`src/design/hwm_pkg.sv`:
```
// Purpose: shared constants and types of the monitor configuration block
// Assumes: 32-bit classic wishbone, 8-bit registers in the low byte lane
// Notes: register index times four gives the byte address
package hwm_pkg;

	// ----------------------------------------
	// register indices and byte addresses
	// ----------------------------------------
	localparam logic [7:0] IDX_VOLT_CODE = 8'h47;
	localparam logic [7:0] IDX_TEST_MODE = 8'h4A;
	localparam logic [7:0] IDX_TEST_VALUE = 8'h4C;
	localparam logic [7:0] IDX_SPECIAL = 8'h4F;
	localparam logic [7:0] IDX_IRQ_STATUS = 8'h60;
	localparam logic [7:0] IDX_IRQ_MASK = 8'h61;
	localparam int ADDR_W = 10;
	localparam logic [ADDR_W-1:0] ADDR_VOLT_CODE = {IDX_VOLT_CODE, 2'b00};
	localparam logic [ADDR_W-1:0] ADDR_TEST_MODE = {IDX_TEST_MODE, 2'b00};
	localparam logic [ADDR_W-1:0] ADDR_TEST_VALUE = {IDX_TEST_VALUE, 2'b00};
	localparam logic [ADDR_W-1:0] ADDR_SPECIAL = {IDX_SPECIAL, 2'b00};
	localparam logic [ADDR_W-1:0] ADDR_IRQ_STATUS = {IDX_IRQ_STATUS, 2'b00};
	localparam logic [ADDR_W-1:0] ADDR_IRQ_MASK = {IDX_IRQ_MASK, 2'b00};

	// ----------------------------------------
	// field positions and reset values
	// ----------------------------------------
	localparam int SF_SHUTDOWN = 0;
	localparam int SF_CYCLED = 1;
	localparam int SF_ALARM_EN = 2;
	localparam int SF_VOLT_ALARM = 3;
	localparam int SF_OFS_INTERNAL = 4;
	localparam int SF_FAST_AVG = 5;
	localparam logic [7:0] SF_WRITABLE = 8'h3F;
	localparam int VC_RESET_OUT = 7;
	localparam int VC_CODE_W = 4;
	localparam int TM_DIGITAL = 1;
	localparam logic [7:0] REG_RESET = 8'h00;
	localparam int IRQ_W = 3;
	localparam int IRQ_RESULT = 0;
	localparam int IRQ_ALARM = 1;
	localparam int IRQ_RST_DONE = 2;

	// ----------------------------------------
	// averaging figures
	// ----------------------------------------
	localparam int AVG_REMOTE_SLOW_LOG2 = 7;
	localparam int AVG_REMOTE_FAST_LOG2 = 4;
	localparam int AVG_OTHER_SLOW_LOG2 = 3;
	localparam int AVG_OTHER_FAST_LOG2 = 0;

	// ----------------------------------------
	// timing
	// ----------------------------------------
	localparam int CLK_KHZ = 10000;
	localparam int RESET_PULSE_US = 1000;
	localparam int RESET_PULSE_CYC = (RESET_PULSE_US * CLK_KHZ) / 1000;

	// ----------------------------------------
	// carried types
	// ----------------------------------------
	typedef enum logic [1:0] {
		HWM_PIN_ADDR_IN,
		HWM_PIN_RESET_OUT,
		HWM_PIN_ALARM_OUT
	} hwm_pin_role_e;

	typedef struct packed {
		logic valid;
		logic remote;
		logic [3:0] chan;
		logic [7:0] data;
	} hwm_sample_s;

	typedef struct packed {
		logic valid;
		logic [3:0] chan;
		logic [7:0] data;
	} hwm_result_s;

endpackage

```
`src/design/hwm_sync.sv`:
```
// Purpose: two-flop synchroniser for pin levels
// Assumes: inputs are quasi-static levels
// Notes: only the second stage is visible outside
`timescale 1ns/1ps
module hwm_sync #(
	parameter int W = 1
) (
	input wire logic clk_i,
	input wire logic rst_i,
	input wire logic [W-1:0] d_i,
	output logic [W-1:0] q_o
);
	logic [W-1:0] meta;

	// ----------------------------------------
	// two stages, first stage read only by second
	// ----------------------------------------
	always_ff @(posedge clk_i) begin
		if (rst_i) begin
			meta <= '0;
			q_o <= '0;
		end else begin
			meta <= d_i;
			q_o <= meta;
		end
	end
endmodule

```
`src/design/hwm_avg.sv`:
```
// Purpose: per-channel averaging of converter samples
// Assumes: samples of one channel arrive back to back until its average is done
// Notes: a channel change restarts the accumulation
`timescale 1ns/1ps
module hwm_avg #(
	parameter int DW = 8
) (
	input wire logic clk_i,
	input wire logic rst_i,
	input wire logic fast_i,
	input wire hwm_pkg::hwm_sample_s sample_i,
	output hwm_pkg::hwm_result_s result_o
);
	localparam int AW = DW + hwm_pkg::AVG_REMOTE_SLOW_LOG2 + 1;

	logic [AW-1:0] acc;
	logic [7:0] cnt;
	logic [3:0] cur_chan;
	wire [3:0] shift_w;
	wire [7:0] last_w;
	wire restart_w;
	wire [AW-1:0] sum_w;
	wire [AW-1:0] avg_w;

	// ----------------------------------------
	// pick sample count from channel kind and speed bit
	// ----------------------------------------
	function automatic logic [3:0] avg_log2(input logic remote, input logic fast);
		if (remote)
			avg_log2 = fast ? 4'(hwm_pkg::AVG_REMOTE_FAST_LOG2) : 4'(hwm_pkg::AVG_REMOTE_SLOW_LOG2);
		else
			avg_log2 = fast ? 4'(hwm_pkg::AVG_OTHER_FAST_LOG2) : 4'(hwm_pkg::AVG_OTHER_SLOW_LOG2);
	endfunction

	assign shift_w = avg_log2(sample_i.remote, fast_i);
	assign last_w = 8'((9'd1 << shift_w) - 9'd1);
	assign restart_w = (sample_i.chan != cur_chan) || (cnt == 8'h00);
	assign sum_w = (restart_w ? '0 : acc) + AW'(sample_i.data);
	assign avg_w = sum_w >> shift_w;

	// ----------------------------------------
	// accumulate, emit one result per full set
	// ----------------------------------------
	always_ff @(posedge clk_i) begin
		if (rst_i) begin
			acc <= '0;
			cnt <= 8'h00;
			cur_chan <= 4'h0;
			result_o <= '0;
		end else begin
			result_o.valid <= 1'b0;
			if (sample_i.valid) begin
				cur_chan <= sample_i.chan;
				if ((restart_w ? 8'h00 : cnt) >= last_w) begin
					cnt <= 8'h00;
					acc <= '0;
					result_o.valid <= 1'b1;
					result_o.chan <= sample_i.chan;
					result_o.data <= avg_w[DW-1:0];
				end else begin
					cnt <= (restart_w ? 8'h00 : cnt) + 8'h01;
					acc <= sum_w;
				end
			end
		end
	end
endmodule

```
`src/design/hwm_sfr.sv`:
```
// Purpose: special function and test value registers of the hardware monitor
// Assumes: limit comparators and converter run on clk_i; pins are asynchronous
// Notes: registers sit in the low byte of one word each
//
// Decided for this implementation: the Wishbone slave port.
`timescale 1ns/1ps
module hwm_sfr #(
	parameter int RESET_PULSE_CYC = hwm_pkg::RESET_PULSE_CYC
) (
	input wire logic clk_i,
	input wire logic rst_i,
	// wishbone slave
	input wire logic cyc_i,
	input wire logic stb_i,
	input wire logic we_i,
	input wire logic [hwm_pkg::ADDR_W-1:0] adr_i,
	input wire logic [3:0] sel_i,
	input wire logic [31:0] dat_i,
	output logic [31:0] dat_o,
	output logic ack_o,
	output logic irq_o,
	// converter side
	input wire hwm_pkg::hwm_sample_s sample_i,
	output hwm_pkg::hwm_result_s result_o,
	input wire logic temp_over_limit_i,
	input wire logic volt_over_limit_i,
	input wire logic reset_request_i,
	input wire logic [hwm_pkg::VC_CODE_W-1:0] processor_voltage_code_i,
	// mode outputs
	output logic shutdown_mode_o,
	output logic cycled_monitor_o,
	output logic offset_to_internal_o,
	output logic fast_average_o,
	output logic digital_test_o,
	output logic slave_addr_low_bit_o,
	// shared pin, open drain
	input wire logic shared_pin_i,
	output logic shared_pin_o,
	output logic shared_pin_oe_n_o
);
	localparam int PW = $clog2(RESET_PULSE_CYC + 1);

	logic [7:0] special;
	logic [7:0] test_value;
	logic [7:0] test_mode;
	logic reset_out_sel;
	logic [hwm_pkg::IRQ_W-1:0] irq_status;
	logic [hwm_pkg::IRQ_W-1:0] irq_mask;
	logic [PW-1:0] pulse_cnt;
	logic alarm_prev;
	logic [hwm_pkg::VC_CODE_W-1:0] code_sync;
	logic pin_sync;
	hwm_pkg::hwm_result_s avg_result;

	// ----------------------------------------
	// synchronise pin inputs
	// ----------------------------------------
	hwm_sync #(
		.W(hwm_pkg::VC_CODE_W + 1)
	) u_sync (
		.clk_i(clk_i),
		.rst_i(rst_i),
		.d_i({processor_voltage_code_i, shared_pin_i}),
		.q_o({code_sync, pin_sync})
	);

	// ----------------------------------------
	// averaging engine
	// ----------------------------------------
	hwm_avg #(
		.DW(8)
	) u_avg (
		.clk_i(clk_i),
		.rst_i(rst_i),
		.fast_i(special[hwm_pkg::SF_FAST_AVG]),
		.sample_i(sample_i),
		.result_o(avg_result)
	);

	// ----------------------------------------
	// bus decode
	// ----------------------------------------
	wire req_w = cyc_i & stb_i & ~ack_o;
	wire wr_w = req_w & we_i & sel_i[0];
	wire rd_w = req_w & ~we_i;
	wire hit_special_w = (adr_i == hwm_pkg::ADDR_SPECIAL);
	wire hit_value_w = (adr_i == hwm_pkg::ADDR_TEST_VALUE);
	wire hit_mode_w = (adr_i == hwm_pkg::ADDR_TEST_MODE);
	wire hit_code_w = (adr_i == hwm_pkg::ADDR_VOLT_CODE);
	wire hit_stat_w = (adr_i == hwm_pkg::ADDR_IRQ_STATUS);
	wire hit_mask_w = (adr_i == hwm_pkg::ADDR_IRQ_MASK);

	// ----------------------------------------
	// alarm and pin role
	// ----------------------------------------
	wire alarm_active_w = temp_over_limit_i
		| (volt_over_limit_i & special[hwm_pkg::SF_VOLT_ALARM]);
	wire pulse_busy_w = (pulse_cnt != '0);
	hwm_pkg::hwm_pin_role_e pin_role_w;
	assign pin_role_w = special[hwm_pkg::SF_ALARM_EN] ? hwm_pkg::HWM_PIN_ALARM_OUT
		: (reset_out_sel ? hwm_pkg::HWM_PIN_RESET_OUT : hwm_pkg::HWM_PIN_ADDR_IN);

	logic next_drive_low;
	always_comb begin
		case (pin_role_w)
			hwm_pkg::HWM_PIN_ALARM_OUT: next_drive_low = alarm_active_w;
			hwm_pkg::HWM_PIN_RESET_OUT: next_drive_low = pulse_busy_w;
			hwm_pkg::HWM_PIN_ADDR_IN: next_drive_low = 1'b0;
			default: next_drive_low = 1'b0;
		endcase
	end

	// ----------------------------------------
	// read mux, reserved bits read zero
	// ----------------------------------------
	logic [7:0] next_rd;
	always_comb begin
		next_rd = 8'h00;
		if (hit_special_w)
			next_rd = special & hwm_pkg::SF_WRITABLE;
		else if (hit_value_w)
			next_rd = test_value;
		else if (hit_mode_w)
			next_rd = test_mode;
		else if (hit_code_w)
			next_rd = {reset_out_sel, 3'b000, code_sync};
		else if (hit_stat_w)
			next_rd = {5'b00000, irq_status};
		else if (hit_mask_w)
			next_rd = {5'b00000, irq_mask};
	end

	// ----------------------------------------
	// interrupt events; set beats read clear
	// ----------------------------------------
	wire [hwm_pkg::IRQ_W-1:0] events_w = {
		(pulse_cnt == PW'(1)),
		(alarm_active_w & ~alarm_prev),
		result_o.valid
	};
	wire stat_clear_w = rd_w & hit_stat_w;

	// ----------------------------------------
	// bus slave: one wait state, unmapped reads zero
	// ----------------------------------------
	always_ff @(posedge clk_i) begin
		if (rst_i) begin
			ack_o <= 1'b0;
			dat_o <= 32'h0000_0000;
		end else begin
			ack_o <= req_w;
			dat_o <= rd_w ? {24'h00_0000, next_rd} : 32'h0000_0000;
		end
	end

	// ----------------------------------------
	// configuration registers
	// ----------------------------------------
	always_ff @(posedge clk_i) begin
		if (rst_i) begin
			special <= hwm_pkg::REG_RESET;
			test_value <= hwm_pkg::REG_RESET;
			test_mode <= hwm_pkg::REG_RESET;
			reset_out_sel <= 1'b0;
			irq_mask <= '0;
		end else if (wr_w) begin
			if (hit_special_w)
				special <= dat_i[7:0] & hwm_pkg::SF_WRITABLE;
			if (hit_value_w)
				test_value <= dat_i[7:0];
			if (hit_mode_w)
				test_mode <= dat_i[7:0];
			if (hit_code_w)
				reset_out_sel <= dat_i[hwm_pkg::VC_RESET_OUT];
			if (hit_mask_w)
				irq_mask <= dat_i[hwm_pkg::IRQ_W-1:0];
		end
	end

	// ----------------------------------------
	// sticky status and interrupt line
	// ----------------------------------------
	always_ff @(posedge clk_i) begin
		if (rst_i) begin
			irq_status <= '0;
			irq_o <= 1'b0;
			alarm_prev <= 1'b0;
		end else begin
			irq_status <= (stat_clear_w ? '0 : irq_status) | events_w;
			irq_o <= |(((stat_clear_w ? '0 : irq_status) | events_w) & irq_mask);
			alarm_prev <= alarm_active_w;
		end
	end

	// ----------------------------------------
	// timed reset pulse; requests during a pulse are dropped
	// ----------------------------------------
	always_ff @(posedge clk_i) begin
		if (rst_i)
			pulse_cnt <= '0;
		else if (pulse_busy_w)
			pulse_cnt <= pulse_cnt - PW'(1);
		else if (reset_request_i && pin_role_w == hwm_pkg::HWM_PIN_RESET_OUT)
			pulse_cnt <= PW'(RESET_PULSE_CYC);
	end

	// ----------------------------------------
	// result path: test mode replaces the average
	// ----------------------------------------
	always_ff @(posedge clk_i) begin
		if (rst_i) begin
			result_o <= '0;
		end else begin
			result_o <= avg_result;
			if (test_mode[hwm_pkg::TM_DIGITAL])
				result_o.data <= test_value;
		end
	end

	// ----------------------------------------
	// registered mode and pin outputs
	// ----------------------------------------
	always_ff @(posedge clk_i) begin
		if (rst_i) begin
			shutdown_mode_o <= 1'b0;
			cycled_monitor_o <= 1'b0;
			offset_to_internal_o <= 1'b0;
			fast_average_o <= 1'b0;
			digital_test_o <= 1'b0;
			slave_addr_low_bit_o <= 1'b0;
			shared_pin_o <= 1'b0;
			shared_pin_oe_n_o <= 1'b1;
		end else begin
			shutdown_mode_o <= special[hwm_pkg::SF_SHUTDOWN];
			cycled_monitor_o <= special[hwm_pkg::SF_CYCLED];
			offset_to_internal_o <= special[hwm_pkg::SF_OFS_INTERNAL];
			fast_average_o <= special[hwm_pkg::SF_FAST_AVG];
			digital_test_o <= test_mode[hwm_pkg::TM_DIGITAL];
			// address bit holds its last value while the pin is an output
			if (pin_role_w == hwm_pkg::HWM_PIN_ADDR_IN)
				slave_addr_low_bit_o <= pin_sync;
			shared_pin_o <= 1'b0;
			shared_pin_oe_n_o <= ~next_drive_low;
		end
	end
endmodule

```
`config.mk`:
```
export PLATFORM = sky130hd
export DESIGN_NAME = hwm_sfr
export DESIGN_NICKNAME = d
export VERILOG_FILES = /design/src/design/hwm_pkg.sv /design/src/design/hwm_sync.sv /design/src/design/hwm_avg.sv /design/src/design/hwm_sfr.sv
export SDC_FILE = /design/constraint.sdc
export NUM_CORES = 1
export LEC_CHECK = 0
export BUFFER_PORTS_ARGS = -buffer_cell sky130_fd_sc_hd__buf_2
export CAP_MARGIN = 20
export CELL_PAD_IN_SITES_DETAIL_PLACEMENT = 0
export CELL_PAD_IN_SITES_GLOBAL_PLACEMENT = 1
export CORE_MARGIN = 3
export CORE_UTILIZATION = 40
export DETAILED_ROUTE_END_ITERATION = 12
export PLACE_DENSITY = 0.79
export REMOVE_ABC_BUFFERS = 1
export SLEW_MARGIN = 30
export SYNTH_ARGS = -nofsm -noshare
export SYNTH_HDL_FRONTEND = slang
export SYNTH_SLANG_ARGS = --single-unit
```
`constraint.sdc`:
```
create_clock -name clk_i -period 3.9 [get_ports clk_i]
set_input_delay 0 -clock clk_i [delete_from_list [all_inputs] [get_ports clk_i]]
set_output_delay 0 -clock clk_i [all_outputs]
set_load 0.02 [all_outputs]
```
# [Word level (Yosys, flattened, before mapping)]
# Index checks and enable logic that the tools add are counted.
# Widths: inputs -> output; s select.
[totals] register_bits=149 latchBits=0 mem_bits_rw=0 romBits=0 in_bits=73 output_inout_bits=55 wordCells=102 n_memories=0
[op_classes] add_sub_neg=4 n_mul=0 div_mod_pow=0 n_lt_le_gt_ge=1 eq_ne=10 shift=2 n_mux=21 n_bitwise=17 reduce_logical=16
[op_table] operator="$eq 10x9->1 const B" n=6
[op_table] operator="$mux 8" n=6
[op_table] operator="$mux 16" n=2
[op_table] operator="$mux 14" n=2
[op_table] operator="$add 16x8->16" n=1
[op_table] operator="$shr 16x4->8" n=1
[op_table] operator="$eq 14x1->1 const B" n=1
[op_table] operator="$reduce_bool 14->1" n=1
[op_table] operator="$sub 14x1->14 const B" n=1
[op_table] operator="$mux 13" n=1
[op_table] operator="$reduce_and 2->1" n=6
[op_table] operator="$mux 3" n=3
[op_table] operator="$add 8x1->8 const B" n=1
[op_table] operator="$and 1x1->1" n=8
[op_table] operator="$ge 8x8->1" n=1
[op_table] operator="$logic_not 8->1" n=1
[op_table] operator="$shl 1x4->8 const A" n=1
[op_table] operator="$sub 8x1->8 const B" n=1
[op_table] operator="$mux 2" n=3
[op_table] operator="$mux 6" n=1
[op_table] operator="$not 1->1" n=6
[op_table] operator="$reduce_or 3->1" n=2
[op_table] operator="$mux 4" n=1
[op_table] operator="$ne 4x4->1" n=1
[op_table] operator="other kinds (12)" n=13

# [Longest topological paths before layout]
# Gate-level depths: netlist of the first run.
[logic_depth] depth_word=8 ltp_mapped=15

# [Cells and area by module]
# Synthesis of the first run repeated with hierarchy kept, for this count alone.
[unflattened] hier_cells=794 area_unflattened_um2=6638.9
[by_module_without_submodules] module="hwm_sfr" instances=1 cells_each=406 area_per_inst_um2=3504.6 seq_area_each_um2=1481.4
[by_module_without_submodules] module="hwm_avg" instances=1 cells_each=368 area_per_inst_um2=2871.5 seq_area_each_um2=800.8
[by_module_without_submodules] module="hwm_sync" instances=1 cells_each=20 area_per_inst_um2=262.8 seq_area_each_um2=200.2

# [Worst setup path after synthesis of the first run]
# OpenSTA, ideal clock, no wires.
[synth_path] path_kind="register -> register" start="register u_avg.cnt[3]" end="register u_avg.result_o[7] (netlist name)" setup_ps=120 arrival_ps=3363 setup_slack_ps=417 path_stages_with_launch=15 synth_period_minus_slack_ps=3483 cell_sequence="dfxtp_1 or4_1 nor2_1 and2b_2 buf_2 and2_1 ha_1 fa_1 a21o_1 nand3_1 a21oi_1 o211ai_1 xnor2_1 a32o_1 o31a_1"
[synth_via] elab_chain_cells=5 elab_cells_between_ends=8 classes_between="1 x add/sub; 1 x order compare; 1 x shift; 2 x mux; 3 x reduce/logical"
[synth_rtl] element="start, declared" line_no="hwm_avg.sv:17" text="logic [7:0] cnt;"
[synth_rtl] element="start signal, assigned" line_no="hwm_avg.sv:61" text="cnt <= (restart_w ? 8'h00 : cnt) + 8'h01;"
[synth_rtl] element="$logic_not 8->1" line_no="hwm_avg.sv:37" text="assign restart_w = (sample_i.chan != cur_chan) || (cnt == 8'h00);"
[synth_rtl] element="$logic_or 1x1->1" line_no="hwm_avg.sv:37"
[synth_rtl] element="$mux 16 / $mux 8 (equally long branches)" line_no="hwm_avg.sv:38, hwm_avg.sv:54"
[synth_rtl] element="$add 16x8->16 / $ge 8x8->1 (equally long branches)" line_no="hwm_avg.sv:38, hwm_avg.sv:54"
[synth_rtl] element="$shr 16x4->8 / $reduce_and 2->1 (equally long branches)"
[synth_rtl] element="end, declared" line_no="hwm_avg.sv:12" text="output hwm_pkg::hwm_result_s result_o"
# Several ways; a longest one is shown, not always the timed one.
# A chain may end at the register's enable or synchronous reset.

# [Final worst setup path of the first run]
[layout_path] start="register u_avg.cnt[7]" end="register u_avg.result_o[7] (netlist name)"
# The elaborated chain is that of the path after synthesis.

==> results.toml, run 1 <==
[clocking]
h-tree-depth = 4
ctsLongestPathBuffers = 2
worst_skew_pair.late_latency_ns = 0.41
cts_num_sinks = 124
cts_buffers = 17
cts_tree = "done"
clk_pin_slew_worst_paths_ns = 0.06
clk_root_buffer_cell = "clkbuf_16"

[status]
outcome = "complete, no violations"

[route]
dr.pass1.iters = 5
vias_per_cell = 5.28
drc_errors = 0
wl_per_cell_um = 14.8
drtAntennaViolNets = 0
drt-initial-drc-count = 462
drt_wl_total_um = 14800
vias = 5250

[pwr]
p_per_area_nw_per_um2 = 491
power.leakage_nw = 2.92
vdd_drop_max_v = 0.000290

[sta]
period_minus_slack_ns = 3.72
tns_ns = 0
slew_headroom_pct = 51.7
fin_skew_ns = 0.00701
worst_slew_pin_slew_ns = 0.724
max_freq_mhz = 269
hold_viol = 0
fin_crit_sh_pct = 95.3
maxSlewViolCount = 0
final-setup-viol-count = 0
rsz0062_at_grt = "false"

[finish]
nets = 890
area_growth_pct = 21.4
fin_cells = 994
drive_gt1_share_pct = 16.7
antenna_cells = 0

[yosys]
yosysWarnings = 0
syn_avg_cell_area_um2 = 8.49
async_flop_share_pct = 0
synth_most_common_cell = "dfxtp_1"
synth_edf_count = 0
synth-main-ff-cell = "dfxtp_1"
synthTopCellsByArea = "dfxtp_1 (42%), a21oi_1 (5.9%), nand2_1 (5.7%)"
yosysTopAreaCell = "dfxtp_1"
synth.cell_area_um2 = 5980
yosysUniqueCellTypes = 65
ys_ff_latch = 124
netlist_instances = 704
synth.top_cell.area_share_pct = 41.5
yosysSeqAreaShare_pct = 41.5
yosys-top-cells-count = "dfxtp_1 (124), nand2_1 (91), a21oi_1 (70)"

[run]
max-cap-violations = 0

[global_route]
grt_pass1_vias = 4887
grt_max_degree = 64
grt_pass1_wl_um = 23900
track_usage_pct = 18.0
overflow = 0
antenna_found_initial = 0

[setup_path]
critPathMaxFanout = 14
cp_slowest_cell = "or4_1"
required_ns = 4.20
r2r_cells = 13
slowest_delay_ns = 0.54
critPathLaunchType = "flop"
crit_type = "flop to flop"
crit_arrival_ns = 4.02
crit_chain = "or4_1, nor2_1, and2b_4, and2_1, ha_1, fa_1, a21o_1, nand3_1, a21oi_1, o211ai_1, xnor2_1, a32o_1, o31a_1"
cp-end-kind = "flop"

[place]
gp_congestion = 0.859
dp.cells = 941
hpwl_um = 10200
port_buffers = 75

[floorplanning]
ios = 128
die_h_um = 128
start_util_pct = 41.0
row_count = 44
dieWidth_um = 128
dieArea_um2 = 16400
core_area_um2 = 14600

[worst_hold_path]
hp-class = "primary input to flop"
whs_path_depth = 5
worst max-delay path: cells and delay by family (launching register included):
kind | cells | cell delay, ns
and+or+nand+nor | 5 | 1.29
AOI/OAI and AO/OA | 5 | 1.19
adders and majority gates | 2 | 0.63
DFF | 1 | 0.35
xor gates and xnor gates | 1 | 0.15
worst paths after layout:
| check | from | to | slack [ns] |
|---|---|---|---|
| worst max-delay path | u_avg.cnt[7] | u_avg.result_o[7] | 0.18 |
| worst min-delay path | we_i | irq_status[1] | 0.08 |
| worst max register to register | u_avg.cnt[7] | u_avg.result_o[7] | 0.18 |
| worst min register to register | u_sync.meta[1] | u_sync.q_o[1] | 0.44 |
per-stage QoR:
stage | setup slack, ns | instance area (um2) | hold WS (ns) | util [%] | power (mW)
2_1_floorplan | 0.151 | 5740 | 0.0667 | - | 1.83
3_3_place_gp | 0.229 | 6440 | 0.209 | 44.2 | 1.96
3_5_place_dp | 0.164 | 6440 | 0.219 | 44.2 | 1.99
4_1_cts | 0.128 | 7260 | 0.0547 | 49.7 | 3.60
5_1_grt | 0.0192 | 7260 | 0.0696 | 49.7 | 3.75
6_report | 0.183 | 7260 | 0.0757 | 49.7 | 3.56
flip-flops by register name, summed over array words and instances, names as in the netlist, 6 cells and up:
name / cells
pulse_cnt: 14
u_avg.acc: 15
test_value: 8
test_mode: 8
u_avg.result_o: 13
dat_o: 8
u_avg.cnt: 8
result_o: 13
special: 6
timing repair:
item                       in CTS  in global routing
hold endpoints to repair       42                  0
gates resized for setup         0                  1
setup endpoints to repair       0                  4
buffers inserted                0                  0
hold buffers                   22                  0
kinds of logic after synthesis:
family / synth area share (%)
adders and majority gates: 4.10
and+or+nand+nor: 24.1
buffers and inverters: 6.32
xor gates and xnor gates: 3.08
AOI/OAI and AO/OA: 16.2
DFF: 41.5
other: 0.0628
muxes: 4.65
where the power goes:
| group | switching (mW) | internal (mW) | leakage [nW] |
|---|---|---|---|
| clock | 0.581 | 1.00 | 0.286 |
| combinational | 0.321 | 0.245 | 1.63 |
| sequential | 0.0711 | 1.35 | 1.01 |
layer usage:
metal | share of wire [%] | GRT usage, % | vias to the layer above
li1 | - | - | 2624
met5 | 0 | 0 | -
met1 | 45 | 22.9 | 2448
met4 | 1.5 | 6.30 | 0
met2 | 47 | 29.2 | 163
met3 | 6.0 | 5.00 | 15
cells in the final DEF, fill, tap and decap left out, types with 4 or more instances in the layout:
master	count
mux2_2	4
dlygate4sd3_1	22
nand2_1	91
xnor2_1	10
a211oi_1	6
nand3_1	46
nand3b_1	6
nor4_1	4
and2_1	16
a22oi_1	4
or3b_1	4
dfxtp_1	124
nor3_1	14
ha_1	18
or3_1	7
a221oi_1	5
a222oi_1	4
a21oi_1	70
a21o_1	6
nor2_1	54
a311oi_1	5
nor2b_1	23
mux2i_1	21
o21a_1	4
buf_4	13
o21ai_0	23
clkinv_2	4
buf_2	74
inv_1	15
clkbuf_16	17
xor2_1	11
conb_1	25
a31oi_1	5
area by class of cell:
| class | instances | area, um2 |
|---|---|---|
| Fill cell | 1350 | 7330 |
| Multi-Input combinational cell | 531 | 3210 |
| Sequential cell | 124 | 2480 |
| Timing Repair Buffer | 109 | 688 |
| Clock buffer | 17 | 425 |
| Tap cell | 184 | 230 |
| Clock inverter | 14 | 168 |
| Inverter | 15 | 56.3 |
Power figures use the tool's default switching activity.
==> run 2, diff against run 1 <==
Settings changed: REMOVE_ABC_BUFFERS 1 to default, TNS_END_PERCENT from default to 50.
==> run 2 against run 1 <==
  * Sequential cell count stayed put
  * Via count is 0.57% lower
  * Total power hardly changed
  * Final cell count stayed put
==> results.toml, run 2 (synthesized netlist as in run 1, its figures left out) <==
[place]
dp_worst_setup_slack_ns = 0.168
gp_congestion = 0.872
hpwl_um = 10100
port_buffers = 75

[status]
outcome = "complete, no violations"

[worst_hold_path]
hp-class = "primary input to flop"
min_to = "test_value[4]"
hold_start = "adr_i[4]"
whs_path_depth = 5

[global_route]
grt_use_met3_pct = 3.71
grt_pass1_vias = 4946
antenna_found_initial = 0
track_usage_pct = 17.8
grt_use_met2_pct = 29.0
overflow = 0
grt_max_degree = 67
grt_pass1_wl_um = 23800
grt_use_met1_pct = 23.1
top_usage_layer = "met2"

[route]
dr.pass1.iters = 8
drc_errors = 0
wl_per_cell_um = 14.6
drtAntennaViolNets = 0
drt_wl_total_um = 14500
vias_per_cell = 5.25
drt-initial-drc-count = 446
vias = 5220

[pwr]
p_per_area_nw_per_um2 = 490
vdd_drop_max_v = 0.000294
power.leakage_nw = 2.92

[setup_path]
r2r_slack_ns = 0.26
r2r_cells = 14
crit_arrival_ns = 3.94
timing.rr.end = "u_avg.result_o[7]"
critPathMaxFanout = 14
crit_type = "flop to flop"
cp-end-kind = "flop"
critPathLaunchType = "flop"
reg2reg_from = "u_avg.cnt[3]"
required_ns = 4.20

[sta]
final-setup-viol-count = 0
max_freq_mhz = 275
fin_skew_ns = 0.00683
worst_slack_ns = 0.264
slew_headroom_pct = 49.6
worst_slew_pin_slew_ns = 0.753
maxSlewViolCount = 0
period_minus_slack_ns = 3.64
fin_crit_sh_pct = 93.2
hold_viol = 0
tns_ns = 0
rsz0062_at_grt = "false"

[floorplanning]
row_count = 44
core_area_um2 = 14600
dieWidth_um = 128
die_h_um = 128
start_util_pct = 41.0
dieArea_um2 = 16400
ios = 128

[clocking]
cts_buffers = 17
worst_skew_pair.late_latency_ns = 0.42
cts_num_sinks = 124
clk_root_buffer_cell = "clkbuf_16"
cts_tree = "done"
ctsLongestPathBuffers = 2
h-tree-depth = 4
clk_pin_slew_worst_paths_ns = 0.06

[run]
max-cap-violations = 0

[finish]
final_cell_mix = "dfxtp_1 (124), nand2_1 (91), buf_2 (74)"
ff_latch_area_um2 = 2480
drive_gt1_share_pct = 16.8
nFillCells = 1376
area_growth_pct = 21.7
antenna_cells = 0
multi_input_area_um2 = 3220
largest_reg_flops = 15
final_common_cell = "dfxtp_1"
regMostFlops = "u_avg.acc"
nets = 889
reg_top3 = "u_avg.acc x15, pulse_cnt x14"
## run 2: where the power goes
group | internal [mW] | total (mW) | switching, mW
clock | 1.01 | 1.59 | 0.577
sequential | 1.35 | 1.42 | 0.0729
combinational | 0.243 | 0.558 | 0.315
## run 2: area by class of cell
class                           instances  share of cell area (%)
Multi-Input combinational cell        531                    44.3
Tap cell                              184                    3.16
Sequential cell                       124                    34.1
Inverter                               15                   0.774
Clock inverter                         13                    2.30
Clock buffer                           19                    5.95
Timing Repair Buffer                  108                    9.36
## run 2: critical path, stage by stage, from the launching register on
cell	delay [ns]
dfxtp_1	0.35
or4_1	0.54
nor2_2	0.16
and2b_4	0.25
and2_1	0.17
ha_1	0.22
fa_1	0.41
a21o_1	0.21
nand3_1	0.10
a21oi_1	0.13
o211ai_1	0.21
buf_4	0.15
xnor2_2	0.07
a32o_1	0.27
o31a_1	0.27
## run 2: per-stage QoR
stage / total power, mW / area, um2 / utilization, % / hold slack [ns] / std cells
after floorplan: 1.88 / 6070 / - / 0.0972 / 728
after global placement: 1.96 / 6430 / 44.1 / 0.215 / 939
after detailed placement: 1.98 / 6430 / 44.1 / 0.218 / 939
after CTS: 3.60 / 7250 / 49.7 / 0.0397 / 993
after global routing: 3.74 / 7270 / 49.9 / 0.0777 / 994
final: 3.56 / 7270 / 49.9 / 0.0526 / 994
## run 2: how the worst max path moves through the flow
| stage | slack (ns) | to | cells past startpoint | from |
|---|---|---|---|---|
| 3_5_place_dp | 0.17 | u_avg.result_o[7] | 13 | u_avg.cnt[3] |
| 2_1_floorplan | 0.42 | u_avg.result_o[7] | 14 | u_avg.cnt[3] |
| 5_1_grt | 0.003 | u_avg.result_o[4] | 12 | u_avg.cnt[3] |
| 6_report | 0.26 | u_avg.result_o[7] | 14 | u_avg.cnt[3] |
| 3_3_place_gp | 0.21 | u_avg.result_o[7] | 13 | u_avg.cnt[3] |
| 4_1_cts | 0.14 | u_avg.result_o[7] | 13 | u_avg.cnt[3] |
## run 2: timing repair
action,in CTS,in global routing
hold endpoints to repair,42,0
endpoints found under the setup margin,0,5
hold buffers,22,0
gates resized for setup,0,4
buffers inserted,0,1
## run 2: per-layer routing
metal | vias to the layer above | wire length, um
met5 | - | 0
met4 | 0 | 258
met3 | 15 | 744
met2 | 134 | 6820
met1 | 2451 | 6720
li1 | 2620 | -
==> run 3, diff against run 2 <==
Settings changed: SETUP_SLACK_MARGIN from default to 0.5.
==> run 3 against run 2 <==
  * Setup slack improved by 0.22 ns
  * Sequential power about the same
  * Die area unchanged
  * Clock-buffer cell count unchanged
  * Design area increased by 3.8%
  * Fmax increased by 6.5%
  * Core utilization increased by 1.9 points
  * Critical endpoint unchanged
  * Wire length increased by 3.6%
  * Clock skew increased by 0.0020 ns
  * Non-clock buffer count increased by 12
  * Critical path depth decreased by 1
  * Sequential share of layout area decreased by 1.1 points
==> results.toml, run 3 (synthesized netlist as in run 1, its figures left out) <==
[setup_path]
slowest_delay_ns = 0.54
critPathMaxFanout = 7
crit_family = "simple AND/OR/NAND/NOR gates"
required_ns = 4.20
crit_start = "u_avg.cnt[0]"
crit_arrival_ns = 3.72
critPathBufInv = 0
cp-end-kind = "flop"
crit_chain = "or4_4, nor2_4, and2b_4, and2_4, ha_4, fa_2, a21o_1, nand3_2, a21oi_4, o211ai_1, xnor2_1, a32o_2, o31a_1"
crit_type = "flop to flop"
cp_slowest_cell = "or4_4"
critPathLaunchType = "flop"
reg2reg_from = "u_avg.cnt[0]"

[floorplanning]
row_count = 44
start_util_pct = 41.0
die_h_um = 128
dieWidth_um = 128
dieArea_um2 = 16400
core_area_um2 = 14600
ios = 128

[pwr]
p_per_area_nw_per_um2 = 487
power.leakage_nw = 3.01
vdd_drop_max_v = 0.000273
p_seq_share_pct = 38.6
p_switching_mw = 0.985
internal_power_mw = 2.69
combPwrFrac_pct = 15.7
swShare_pct = 26.8
clock_power_share_pct = 45.7

[route]
drt-initial-drc-count = 401
wl_per_cell_um = 15.0
vias_per_cell = 5.26
drtAntennaViolNets = 0
vias = 5292
dr.pass1.iters = 5
drc_errors = 0
drt_wl_total_um = 15100

[clocking]
worst_skew_pair.late_latency_ns = 0.42
cts_tree = "done"
clk_root_buffer_cell = "clkbuf_16"
h-tree-depth = 4
clk_pin_slew_worst_paths_ns = 0.06
cts_buffers = 17
ctsLongestPathBuffers = 2
cts_num_sinks = 124

[sta]
rsz0062_at_grt = "true"
max_freq_mhz = 293
worst_slew_pin_slew_ns = 0.859
fin_crit_sh_pct = 87.5
slew_headroom_pct = 42.4
fin_skew_ns = 0.00882
hold_viol = 0
period_minus_slack_ns = 3.41
final-setup-viol-count = 0
tns_ns = 0
maxSlewViolCount = 0

[run]
max-cap-violations = 0

[global_route]
grt_pass1_wl_um = 23500
overflow = 0
track_usage_pct = 17.7
grt_max_degree = 65
antenna_found_initial = 0
grt_pass1_vias = 4883

[finish]
reg_top3 = "u_avg.acc x15, pulse_cnt x14"
final_area_um2 = 7550
antenna_cells = 0
regMostFlops = "u_avg.acc"
final_cell_mix = "dfxtp_1 (121), nand2_1 (91), buf_2 (74)"
nets = 901
final_common_cell = "dfxtp_1"
area_growth_pct = 26.3
largest_reg_flops = 15
drive_gt1_share_pct = 21.0

[worst_hold_path]
hp-class = "primary input to flop"
hold_start = "sample_i[0]"

[place]
postPlaceCellArea_um2 = 6450
port_buffers = 75
gp_congestion = 0.802
hpwl_um = 10100

[status]
outcome = "complete, no violations"
## run 3: changes by cell type in the layout (fill, tap and decap cells not counted), sizes merged
cell      previous run  this run
buf                 86        98
clkinvlp             2         1
bufinv               3         4
## run 3: repair_timing
item / 4_1_cts / 5_1_grt
hold buffers: 22 / 0
setup endpoints to repair: 17 / 15
pin swaps: 7 / 16
buffers inserted: 7 / 6
hold endpoints to repair: 42 / 0
cloned: 0 / 0
resized for setup: 14 / 19
## run 3: power groups by stage
| stage | clock, mW | sequential [mW] | combinational (mW) |
|---|---|---|---|
| after CTS | 1.71 | 1.42 | 0.568 |
| final | 1.68 | 1.42 | 0.578 |
| after detailed placement | 0 | 1.44 | 0.543 |
| after global routing | 1.76 | 1.43 | 0.641 |
| after global placement | 0 | 1.44 | 0.525 |
| after floorplan | 0 | 1.43 | 0.454 |
## run 3: cell type report
type	instances	area, um2
Fill cell	1359	7040
Multi-Input combinational cell	531	3370
Sequential cell	124	2490
Timing Repair Buffer	120	771
Clock buffer	19	443
Tap cell	184	230
Clock inverter	13	190
Inverter	15	56.3
## run 3: layer usage
| metal | wire length [um] | share of wire [%] | vias to the layer above | track usage [%] |
|---|---|---|---|---|
| li1 | - | - | 2650 | - |
| met1 | 6820 | 45 | 2464 | 22.2 |
| met2 | 7170 | 48 | 156 | 29.0 |
| met3 | 769 | 5.1 | 22 | 3.88 |
| met4 | 304 | 2.0 | 0 | 8.24 |
| met5 | 0 | 0 | - | 0 |
## run 3: worst reg2reg max path: stages, from the launching register on
cell	delay (ns)
dfxtp_4	0.34
or4_4	0.54
nor2_4	0.14
and2b_4	0.23
and2_4	0.15
ha_4	0.17
fa_2	0.39
a21o_1	0.19
nand3_2	0.09
a21oi_4	0.07
o211ai_1	0.26
xnor2_1	0.16
a32o_2	0.29
o31a_1	0.27
## run 3: worst paths after layout
path                                        endpoint  slack [ns]  cells after the start
worst max register to register     u_avg.result_o[7]        0.49                     13
worst max-delay path               u_avg.result_o[7]        0.49                     13
worst min-delay path                    u_avg.acc[0]        0.05                      4
worst min register to register  slave_addr_low_bit_o        0.44                      2
## run 3: metrics by stage
| stage | worst slack, ns | std cells | hold slack (ns) | total power, mW | util (%) |
|---|---|---|---|---|---|
| 3_3_place_gp | 0.284 | 939 | 0.220 | 1.96 | 44.2 |
| 3_5_place_dp | 0.235 | 939 | 0.218 | 1.99 | 44.2 |
| 5_1_grt | 0.396 | 1006 | 0.0648 | 3.83 | 51.7 |
| 4_1_cts | 0.516 | 1000 | 0.0397 | 3.69 | 50.8 |
| 6_report | 0.487 | 1006 | 0.0454 | 3.67 | 51.7 |
| 2_1_floorplan | 0.520 | 728 | 0.0972 | 1.88 | - |
